### src/rtl/jtl_pkg.sv
package jtl_pkg;

    // ------------------------------------------------------------
    // line coding and link states
    // ------------------------------------------------------------
    typedef enum logic [0:0] {
        JTL_CODE_8B10B = 1'b0,
        JTL_CODE_64B66B = 1'b1
    } jtl_code_t;

    typedef enum logic [1:0] {
        JTL_ST_IDLE = 2'b00,
        JTL_ST_CGS = 2'b01,
        JTL_ST_ILAS = 2'b10,
        JTL_ST_DATA = 2'b11
    } jtl_state_t;

    // ------------------------------------------------------------
    // constants
    // ------------------------------------------------------------
    localparam int JTL_MAX_LANES = 16;
    localparam int JTL_LANE_W = 5;
    localparam int JTL_ILAS_MF = 4;
    localparam int JTL_MF_W = 9;
    localparam logic [7:0] JTL_K28_5 = 8'hbc;
    localparam logic [7:0] JTL_K28_0 = 8'h1c;
    localparam logic [7:0] JTL_K28_3 = 8'h7c;
    localparam logic [1:0] JTL_SH_DATA = 2'h1;
    localparam logic [14:0] JTL_SCR_SEED = 15'h7fff;
    localparam logic [57:0] JTL_SCR64_SEED = 58'h3ffffffffffffff;
    localparam logic [8:0] JTL_K_DEFAULT = 9'h020;

    // ------------------------------------------------------------
    // carriers
    // ------------------------------------------------------------
    typedef struct packed {
        logic [63:0] data;
    } jtl_word_t;

    typedef struct packed {
        logic [63:0] data;
        logic [7:0] ctrl;
        logic [1:0] sync_hdr;
        logic mf_start;
    } jtl_lane_word_t;

    typedef struct packed {
        jtl_code_t code;
        logic [JTL_LANE_W-1:0] lanes;
        logic fec_en;
        logic scr_en;
        logic [8:0] k_frames;
        logic sync_for_osc;
    } jtl_cfg_t;

endpackage

### src/rtl/jtl_skid_buf.sv
`timescale 1ns/100ps
`default_nettype none

module jtl_skid_buf #(
    parameter int WIDTH = 64,
    parameter int DEPTH = 2
) (
    input wire logic i_core_clk,
    input wire logic i_rst_n,
    input wire logic i_valid,
    output logic o_ready,
    input wire logic [WIDTH-1:0] i_data,
    output logic o_valid,
    input wire logic i_ready,
    output logic [WIDTH-1:0] o_data
);

    localparam int PW = $clog2(DEPTH);

    typedef struct packed {
        logic [DEPTH-1:0][WIDTH-1:0] mem;
        logic [PW-1:0] wp;
        logic [PW-1:0] rp;
        logic [PW:0] cnt;
    } jtl_buf_state_t;

    jtl_buf_state_t st_reg;
    jtl_buf_state_t st_next;
    logic push;
    logic pop;

    assign o_ready = (st_reg.cnt != (PW+1)'(DEPTH));
    assign o_valid = (st_reg.cnt != '0);
    assign o_data = st_reg.mem[st_reg.rp];
    assign push = i_valid && o_ready;
    assign pop = o_valid && i_ready;

    always_comb begin
        st_next = st_reg;
        if (push) begin
            st_next.mem[st_reg.wp] = i_data;
            st_next.wp = (st_reg.wp == PW'(DEPTH-1)) ? '0 : st_reg.wp + 1'b1;
        end
        if (pop) begin
            st_next.rp = (st_reg.rp == PW'(DEPTH-1)) ? '0 : st_reg.rp + 1'b1;
        end
        st_next.cnt = st_reg.cnt + (PW+1)'(push) - (PW+1)'(pop);
    end

    always_ff @(posedge i_core_clk) begin
        if (!i_rst_n) begin
            st_reg <= '0;
        end else begin
            st_reg <= st_next;
        end
    end

endmodule

`default_nettype wire

### src/rtl/jtl_tx_link.sv
`timescale 1ns/100ps
`default_nettype none

// Operation
// - each lane carries 8B/10B or 64B/66B coding, chosen by configuration
// - up to sixteen lanes can be enabled
// - 64B/66B blocks are framed by a sync header in every block
// - in 64B/66B the handshake is ignored unless it triggers oscillator sync
// - one device clock runs the whole block; no link clock
// - sysref edge resets the multiframe or extended multiblock counter
// - forward error correction optional in 64B/66B
// - no three-bit CRC is generated
// - no command channel and no 64B/80B layer
// - subclass 1 transmitter, subclass 0 receivers work, no subclass 2
// - lanes of one link align together; no multipoint reference
// - handshake timing accepted for both A and B revisions
// - 8B/10B formats remain usable by B-revision receivers
// - in 8B/10B, handshake low sends continuous K28.5 on every lane
// - after handshake rises wait for next multiframe boundary, then alignment
// - alignment sequence is four multiframes, K28.0 first, K28.3 last
// - scrambling always on in 64B/66B, optional in 8B/10B
module jtl_tx_link #(
    parameter int LANES = jtl_pkg::JTL_MAX_LANES
) (
    input wire logic i_core_clk,
    input wire logic i_rst_n,
    input wire jtl_pkg::jtl_cfg_t i_cfg,
    input wire logic i_link_en,
    input wire logic i_handshake_single_ended_input,
    input wire logic i_sysref,
    input wire logic i_valid,
    output logic o_ready,
    input wire jtl_pkg::jtl_word_t i_word,
    output logic [LANES-1:0] o_lane_en,
    output jtl_pkg::jtl_lane_word_t o_lane_word,
    output logic o_lane_valid,
    output logic o_fec_en,
    output logic o_osc_sync,
    output logic [1:0] o_state
);

    // ------------------------------------------------------------
    // state
    // ------------------------------------------------------------
    typedef struct packed {
        logic [1:0] hs_sync;
        logic [1:0] sr_sync;
        logic hs_prev;
        logic sr_prev;
        jtl_pkg::jtl_state_t state;
        jtl_pkg::jtl_cfg_t cfg;
        logic [8:0] frame_cnt;
        logic [1:0] ilas_mf;
        logic [14:0] scr;
        logic [57:0] scr64;
        logic ilas_wait;
        logic [LANES-1:0] lane_en;
        jtl_pkg::jtl_lane_word_t out;
        logic out_valid;
        logic osc_sync;
    } jtl_state_vec_t;

    jtl_state_vec_t st_reg;
    jtl_state_vec_t st_next;
    logic buf_valid;
    logic buf_ready;
    logic [63:0] buf_data;
    logic mf_edge;
    logic hs;
    logic sr_edge;

    // 2-entry buffer so a stall while aligning loses no sample word
    jtl_skid_buf #(
        .WIDTH(64),
        .DEPTH(2)
    ) u_buf (
        .i_core_clk(i_core_clk),
        .i_rst_n(i_rst_n),
        .i_valid(i_valid),
        .o_ready(o_ready),
        .i_data(i_word.data),
        .o_valid(buf_valid),
        .i_ready(buf_ready),
        .o_data(buf_data)
    );

    function automatic logic [LANES-1:0] lane_mask(input logic [jtl_pkg::JTL_LANE_W-1:0] n);
        logic [LANES-1:0] m;
        m = '0;
        for (int i = 0; i < LANES; i++) begin
            m[i] = (i < int'(n));
        end
        return m;
    endfunction

    function automatic logic [63:0] rep8(input logic [7:0] c);
        return {8{c}};
    endfunction

    assign hs = st_reg.hs_sync[1];
    assign sr_edge = st_reg.sr_sync[1] && !st_reg.sr_prev;
    assign mf_edge = (st_reg.frame_cnt == st_reg.cfg.k_frames - 9'h001);
    assign buf_ready = (st_reg.state == jtl_pkg::JTL_ST_DATA);

    always_comb begin
        st_next = st_reg;
        // two-flop synchronisers for handshake and sysref on the device clock; no second domain exists
        st_next.hs_sync = {st_reg.hs_sync[0], i_handshake_single_ended_input};
        st_next.sr_sync = {st_reg.sr_sync[0], i_sysref};
        st_next.hs_prev = hs;
        st_next.sr_prev = st_reg.sr_sync[1];
        st_next.osc_sync = 1'b0;
        st_next.out_valid = 1'b0;

        // ------------------------------------------------------------
        // multiframe / extended multiblock counter
        // ------------------------------------------------------------
        if (sr_edge) begin
            st_next.frame_cnt = '0;
        end else if (mf_edge) begin
            st_next.frame_cnt = '0;
        end else begin
            st_next.frame_cnt = st_reg.frame_cnt + 9'h001;
        end

        unique case (st_reg.state)
            jtl_pkg::JTL_ST_IDLE: begin
                // configuration only latched here, never while running
                st_next.cfg = i_cfg;
                if (i_cfg.lanes > jtl_pkg::JTL_LANE_W'(LANES)) begin
                    st_next.cfg.lanes = jtl_pkg::JTL_LANE_W'(LANES);
                end
                if (i_cfg.k_frames == 9'h000) begin
                    st_next.cfg.k_frames = jtl_pkg::JTL_K_DEFAULT;
                end
                st_next.cfg.fec_en = i_cfg.fec_en && (i_cfg.code == jtl_pkg::JTL_CODE_64B66B);
                st_next.cfg.scr_en = i_cfg.scr_en || (i_cfg.code == jtl_pkg::JTL_CODE_64B66B);
                st_next.scr = jtl_pkg::JTL_SCR_SEED;
                st_next.scr64 = jtl_pkg::JTL_SCR64_SEED;
                st_next.lane_en = '0;
                if (i_link_en) begin
                    st_next.lane_en = lane_mask(st_next.cfg.lanes);
                    st_next.state = (i_cfg.code == jtl_pkg::JTL_CODE_64B66B) ?
                        jtl_pkg::JTL_ST_DATA : jtl_pkg::JTL_ST_CGS;
                end
            end
            jtl_pkg::JTL_ST_CGS: begin
                st_next.out.data = rep8(jtl_pkg::JTL_K28_5);
                st_next.out.ctrl = 8'hff;
                st_next.out.sync_hdr = '0;
                st_next.out.mf_start = mf_edge;
                st_next.out_valid = 1'b1;
                // rising-edge check on the synced line suits A and B timing
                if (hs && !st_reg.hs_prev) begin
                    st_next.ilas_wait = 1'b1;
                end
                if ((st_reg.ilas_wait || (hs && !st_reg.hs_prev)) && mf_edge) begin
                    st_next.ilas_wait = 1'b0;
                    st_next.ilas_mf = '0;
                    st_next.state = jtl_pkg::JTL_ST_ILAS;
                end
                if (!hs) begin
                    st_next.ilas_wait = 1'b0;
                end
            end
            jtl_pkg::JTL_ST_ILAS: begin
                // alignment words are never scrambled
                st_next.out.data = rep8(8'h00);
                st_next.out.ctrl = 8'h00;
                st_next.out.mf_start = (st_reg.frame_cnt == '0);
                if (st_reg.frame_cnt == '0) begin
                    st_next.out.data[63:56] = jtl_pkg::JTL_K28_0;
                    st_next.out.ctrl[7] = 1'b1;
                end
                if (mf_edge) begin
                    st_next.out.data[7:0] = jtl_pkg::JTL_K28_3;
                    st_next.out.ctrl[0] = 1'b1;
                    st_next.ilas_mf = st_reg.ilas_mf + 2'h1;
                    if (st_reg.ilas_mf == 2'(jtl_pkg::JTL_ILAS_MF - 1)) begin
                        st_next.state = jtl_pkg::JTL_ST_DATA;
                    end
                end
                st_next.out_valid = 1'b1;
                if (!hs) begin
                    st_next.state = jtl_pkg::JTL_ST_CGS;
                end
            end
            jtl_pkg::JTL_ST_DATA: begin
                st_next.out.mf_start = mf_edge;
                st_next.out.ctrl = '0;
                st_next.out_valid = buf_valid;
                // plain sync header only; no CRC3, no command channel
                st_next.out.sync_hdr = (st_reg.cfg.code == jtl_pkg::JTL_CODE_64B66B) ?
                    jtl_pkg::JTL_SH_DATA : 2'h0;
                st_next.out.data = buf_data;
                if (buf_valid && st_reg.cfg.scr_en) begin
                    if (st_reg.cfg.code == jtl_pkg::JTL_CODE_64B66B) begin
                        // word-wise self-sync scrambler, 1+x^39+x^58
                        st_next.out.data = buf_data ^ {6'h0, st_reg.scr64} ^
                            {st_reg.scr64[38:0], 25'h0};
                        st_next.scr64 = st_next.out.data[57:0];
                    end else begin
                        st_next.out.data = buf_data ^ {4{st_reg.scr, 1'b0}};
                        st_next.scr = st_next.out.data[14:0];
                    end
                end
                if (st_reg.cfg.code == jtl_pkg::JTL_CODE_8B10B) begin
                    if (!hs) begin
                        st_next.state = jtl_pkg::JTL_ST_CGS;
                    end
                end else if (st_reg.cfg.sync_for_osc && hs && !st_reg.hs_prev) begin
                    st_next.osc_sync = 1'b1;
                end
            end
            default: begin
                st_next.state = jtl_pkg::JTL_ST_IDLE;
            end
        endcase
        if (!i_link_en) begin
            st_next.state = jtl_pkg::JTL_ST_IDLE;
        end
    end

    always_ff @(posedge i_core_clk) begin
        if (!i_rst_n) begin
            st_reg <= '0;
            st_reg.cfg.k_frames <= jtl_pkg::JTL_K_DEFAULT;
        end else begin
            st_reg <= st_next;
        end
    end

    assign o_lane_en = st_reg.lane_en;
    assign o_lane_word = st_reg.out;
    assign o_lane_valid = st_reg.out_valid;
    assign o_fec_en = st_reg.cfg.fec_en;
    assign o_osc_sync = st_reg.osc_sync;
    assign o_state = st_reg.state;

endmodule

`default_nettype wire

### config.mk
export PLATFORM = sky130hd
export DESIGN_NAME = jtl_tx_link
export DESIGN_NICKNAME = d
export VERILOG_FILES = /design/src/rtl/jtl_pkg.sv /design/src/rtl/jtl_skid_buf.sv /design/src/rtl/jtl_tx_link.sv
export SDC_FILE = /design/constraint.sdc
export NUM_CORES = 1
export LEC_CHECK = 0
export BUFFER_PORTS_ARGS = -buffer_cell sky130_fd_sc_hd__buf_4
export CORE_MARGIN = 1
export CORE_UTILIZATION = 30
export CTS_BUF_LIST = sky130_fd_sc_hd__clkbuf_8
export CTS_CLUSTER_SIZE = 28
export DETAILED_ROUTE_END_ITERATION = 7
export PLACE_DENSITY = 0.55
export SYNTH_ARGS = -nofsm -noshare
export SYNTH_HDL_FRONTEND = slang
export SYNTH_SLANG_ARGS = --single-unit
### constraint.sdc
create_clock -name i_core_clk -period 2.5 [get_ports i_core_clk]
set_input_delay 0.5 -clock i_core_clk [delete_from_list [all_inputs] [get_ports i_core_clk]]
set_output_delay 0.5 -clock i_core_clk [all_outputs]
set_load 0.02 [all_outputs]
# Yosys cells after proc, flatten, opt, wreduce, memory -nomap -nowiden
# Cells that the tools add are included.
dict set report word_totals {
  register_bits 331
  output_inout_bits 97
}
dict set report op_classes {
  add_sub_neg 7
  n_lt_le_gt_ge 20
  n_eq_ne 15
  mux 40
  bitwise 4
  reduce_logical 30
}
# cell n
set op_table {}
lappend op_table {{64-bit 2-to-1 mux} 5}
lappend op_table {{72-bit one-hot mux with 3 select lines} 1}
lappend op_table {{73-bit one-hot mux with 2 select lines} 1}
lappend op_table {{128-bit bitwise mux} 1}
lappend op_table {{64-bit XOR} 2}
lappend op_table {{73-bit 2-to-1 mux} 1}
lappend op_table {{64-bit demux with 1-bit select} 1}
lappend op_table {{64-bit by 58-bit XOR with 64-bit output} 1}
lappend op_table {{58-bit 2-to-1 mux} 1}
lappend op_table {{4-bit by 5-bit less-than comparator with 1-bit output, first input constant} 8}
lappend op_table {{3-bit by 5-bit less-than comparator with 1-bit output, first input constant} 4}
lappend op_table {{9-bit logical NOT} 2}
lappend op_table {{2-bit 2-to-1 mux} 9}
lappend op_table {{16-bit 2-to-1 mux} 1}
lappend op_table {{15-bit 2-to-1 mux} 1}
lappend op_table {{5-bit 2-to-1 mux} 3}
lappend op_table {{2-bit != test, second input constant} 7}
lappend op_table {{3-bit AND reduction} 4}
lappend op_table {{1-bit logical AND} 10}
lappend op_table {{1-bit by 5-bit less-than comparator with 1-bit output, first input constant} 2}
lappend op_table {{2-bit by 5-bit less-than comparator with 1-bit output, first input constant} 2}
lappend op_table {{9-bit by 1-bit adder with 9-bit output, second input constant} 1}
lappend op_table {{9-bit == test} 1}
lappend op_table {{1-bit 2-to-1 mux} 9}
lappend op_table {{other kinds (26)} 38}

# Logic depth before layout (Yosys ltp)
dict set report logic_depth {
  depth_word 7
  depth_mapped 10
  mapped_depth_nobuf 9
}

# Modules after synthesis
# Synthesis repeated with hierarchy kept, for this count alone.
dict set report unflattened {
  hier_cells 1908
  area_unflattened_um2 16519.6
}
# module instances cells_each area_each_um2
set modules_own_cells {}
lappend modules_own_cells {jtl_tx_link 1 1331 10700.3}
lappend modules_own_cells {jtl_skid_buf 1 577 5819.3}

# Least setup slack after synthesis
# Ideal clock, no wire load.
dict set report synth_timing {
  path_kind {reg-to-reg}
  from {reg st_reg[179] in the netlist's numbering}
  to {reg st_reg[167] in the netlist's numbering}
  setup_ps 70
  arrival_time_ps 2257
  required_ps 2430
  setup_slack_ps 173
  path_stages_with_launch 10
  cell_sequence {dfxtp_1 -> inv_1 -> ha_1 -> nor3b_2 -> and3b_1 -> o32ai_1 -> o21ai_0 -> nand2_2 -> or4_1 -> a21oi_1}
}
dict set report synth_via {
  elab_chain_len 5
  word_cells_on_any_way 6
  cone_classes {add/sub (1); eq/ne (3); reduce/logical (2)}
}
# element line_no
set synth_rtl {}
lappend synth_rtl {{start: declaration} jtl_tx_link.sv:63} ;# jtl_state_vec_t st_reg;
lappend synth_rtl {{start signal: assignment} jtl_tx_link.sv:229} ;# st_reg <= st_next;
lappend synth_rtl {{9-bit by 1-bit subtractor with 9-bit output *} jtl_tx_link.sv:102} ;# assign mf_edge = (st_reg.frame_cnt == st_reg.cfg.k_frames - 9'h001);
lappend synth_rtl {{9-bit == test *} jtl_tx_link.sv:102}
lappend synth_rtl {{1-bit logical AND} jtl_tx_link.sv:157} ;# if ((st_reg.ilas_wait || (hs && !st_reg.hs_prev)) && mf_edge) begin
lappend synth_rtl {{2-bit != test (no line)} --}
lappend synth_rtl {{3-bit AND reduction (no line) *} --}
# Mark *: on every way between the ends. The rest lies on a longest branch, timed or not.
# A chain may end at the register's enable or synchronous reset.

# Worst setup path after layout
dict set report layout_timing {
  from {reg st_reg[180] in the netlist's numbering}
  to {reg st_reg[168] in the netlist's numbering}
}
# The elaborated chain is that of the path after synthesis.

==> metrics.yaml <==
status:
  outcome: "complete, no violations"
global_route:
  use_met3_pct: 4.05
  grt_antenna_before_repair: 1
  grt_pass1_vias: 13200
  grt_max_degree: 70
  grt_util_met2_pct: 28.3
  gr-total-overflow: 0
  grt_first_pass_wirelength_um: 78200
  grtUsageMet1_pct: 26.3
  grt_util_all_layers_pct: 18.9
  gr-max-usage-layer: "met2"
synth:
  syn_nets: 2067
  syn_inst: 1967
  ys_seq_elements: 325
  synth.distinct_cells: 60
  avgSynthCellArea_um2: 8.02
  synth_area_mm2: 0.0158
  synth_edf_count: 0
  yosysWarnings: 0
  synthArstFlopShare_pct: 0
  yosysSeqAreaShare_pct: 41.3
  synthFlopType: "dfxtp_1"
cts:
  cts_inserted_buffers: 58
  cts_root_buffer: "clkbuf_8"
  cts_tree: "yes"
  clkTransAtPathRegs_ps: 60
  htreeDepth: 2
  cts_buffer_depth: 3
  clock_latency_ps: 670
  cts.sink_count: 325
  postCtsHoldBufs: 0
die:
  start_util_pct: 30.6
  std_cell_rows: 83
  die_w_um: 231
  die_area_mm2: 0.0535
  die_h_um: 231
  top_level_ports: 185
  core_mm2: 0.0516
pwr:
  peakVddDrop_uv: 374
  power.leakage_nw: 7.16
  total_power_mw: 13.9
  p_per_area_mw_per_mm2: 739
detailed_routing:
  drt-initial-drc-count: 1023
  drc_errors: 0
  wire_per_inst_um: 18.6
  wirelength_um: 51700
  vias_per_cell: 5.00
  drtAntennaViolNets: 0
  via_count: 13900
  first_pass_iters: 6
min_path:
  min_path_cells: 2
  hp-start: "i_handshake_single_ended_input"
  min_path_type: "in2reg"
  min_to: "st_next[203]"
job:
  max-cap-violations: 0
setup_path:
  cp_cell_sequence: "or4_4 > nor4_2 > a311oi_1 > a211oi_2 > nand2_2 > or4b_1 > a21oi_1"
  ff2ff_setup_slack_ps: 70
  crit_required_ps: 3090
  cp_max_fo: 5
  cp.arrival_ps: 3020
  end_kind: "flip-flop"
  r2r_start: "st_reg[180]"
  critPathBufInv: 0
  cp_top_family: "simple AND/OR/NAND/NOR gates"
  cp_slowest_cell: "or4_4"
  cpPeakStageDelay_ps: 550
  r2r_end: "st_reg[168]"
  critPathKind: "reg2reg"
  reg2reg_depth: 7
  cp-start-kind: "flip-flop"
final_layout:
  final_cells: 2784
  n_fill_cell: 5325
  drive_above_1_share_pct: 19.2
  final_util_pct: 36.5
  largest_reg_flops: 132
  areaGrowthSynthToFinish_pct: 19.6
  layout.nets: 2160
timing:
  final.min_clock_period_ps: 2430
  finalHoldViolCount: 0
  slew_violations: 0
  whs_ps: 50.2
  max_freq_mhz: 412
  worst_clock_skew_ps: 35.8
  tightest_slew_ps: 804
  rsz0062_at_grt: "yes"
  setup_ws_ps: 73.5
  period_share_pct: 97.1
  maxSlewHeadroom_pct: 44.8
  setup_viol: 0
place:
  globalplace.congestion: 0.884
  dp_hpwl_um: 36800
  dp_slack_ps: -15.6
  dpl.cell_count: 2673
  port_buffers: 183
## metrics by stage
stage | setup TNS (ps) | cell area [µm²]
3_5_place_dp | -30.5 | 17600
4_1_cts | 0 | 18700
3_3_place_gp | 0 | 17600
6_report | 0 | 18900
2_1_floorplan | 0 | 15800
5_1_grt | -8.16 | 18900
## how the worst max path moves through the flow
| stage | from | to | depth (start not counted) |
|---|---|---|---|
| after global placement | st_reg[179] | st_reg[167] | 7 |
| after detailed placement | st_reg[179] | st_reg[168] | 7 |
| after CTS | st_reg[179] | st_reg[167] | 7 |
| after global routing | st_reg[180] | st_reg[168] | 7 |
| after floorplan | st_reg[179] | st_reg[167] | 9 |
| final | st_reg[180] | st_reg[168] | 7 |
## kinds of logic (layout without fill, tap and decap cells)
group,after synthesis,count (layout),synth area share [%]
AO/OA/AOI/OAI,491,491,18.3
AND/OR/NAND/NOR,648,648,17.3
buffers and inverters,251,387,8.20
flip-flops,325,325,41.3
adder cells (fa/ha/maj),12,12,0.952
other,1,2,0.0238
multiplexers,82,82,5.24
XOR/XNOR,157,157,8.72
## cells in the final DEF, fill, tap and decap left out, types with 35 or more instances in the layout
cell	synthesis	routed
nand2_1	317	316
mux2i_1	77	77
a311oi_1	38	38
buf_4	93	249
dfxtp_1	325	320
a21oi_1	285	285
inv_1	18	35
o21ai_0	93	92
clkbuf_8	0	72
xnor2_1	143	143
nor2_1	224	220
## Yosys cell counts (2+ instances only)
| cell | number | area share (%) |
|---|---|---|
| and2_1 | 10 | 0.40 |
| o21ai_0 | 93 | 3.0 |
| or2_2 | 3 | 0.12 |
| mux2i_1 | 77 | 4.9 |
| a311o_1 | 5 | 0.32 |
| a31oi_1 | 7 | 0.28 |
| xor2_1 | 14 | 0.78 |
| clkbuf_1 | 115 | 2.7 |
| nand2_1 | 317 | 7.5 |
| a211oi_1 | 3 | 0.14 |
| ha_1 | 12 | 0.95 |
| inv_1 | 18 | 0.43 |
| buf_1 | 22 | 0.52 |
| xnor2_1 | 143 | 7.9 |
| and3_1 | 4 | 0.16 |
| o221a_2 | 19 | 1.4 |
| and2_0 | 2 | 0.079 |
| o31ai_1 | 2 | 0.095 |
| buf_4 | 93 | 4.4 |
| nor2_1 | 224 | 5.3 |
| dfxtp_1 | 325 | 41 |
| and3b_1 | 2 | 0.11 |
| a311oi_1 | 38 | 2.1 |
| nor4_1 | 4 | 0.16 |
| mux2_2 | 5 | 0.36 |
| nand4_1 | 3 | 0.12 |
| a32oi_1 | 4 | 0.22 |
| a22oi_1 | 22 | 1.0 |
| a221oi_1 | 2 | 0.11 |
| a21oi_1 | 285 | 9.0 |
| nor3_1 | 4 | 0.13 |
| nand3b_1 | 20 | 0.95 |
| nand2b_1 | 14 | 0.56 |
| nand3_1 | 20 | 0.63 |
| or3_1 | 6 | 0.24 |
| nor2b_1 | 6 | 0.24 |
## power breakdown
part           switching [mW]  total (mW)  internal, mW
combinational            1.66        2.82          1.16
clock                    2.31        5.10          2.79
sequential              0.402        6.01          5.61
total                    4.37        13.9          9.55
## repair_timing
action,in CTS,in global routing
gates resized for setup,1,16
pin swaps,1,8
endpoints found under the setup margin,2,20
buffers inserted,1,6
## metal layers
| layer | wire (µm) | vias up |
|---|---|---|
| li1 | - | 6776 |
| met1 | 23700 | 6617 |
| met2 | 22600 | 425 |
| met3 | 3820 | 94 |
| met4 | 1610 | 0 |
| met5 | 0 | - |
## layout make-up
cell class / instances / area [µm²] / area share, %
timing repair buffer: 264 / 2170 / 11.5
clock buffer: 72 / 991 / 5.26
clock inverter: 31 / 189 / 1.00
multi-input combinational: 1391 / 8050 / 42.7
inverter: 20 / 80.1 / 0.425
antenna: 1 / 2.50 / 0.0133
sequential: 325 / 6520 / 34.6
tap: 680 / 851 / 4.51
(Power assumes the default switching activity.)
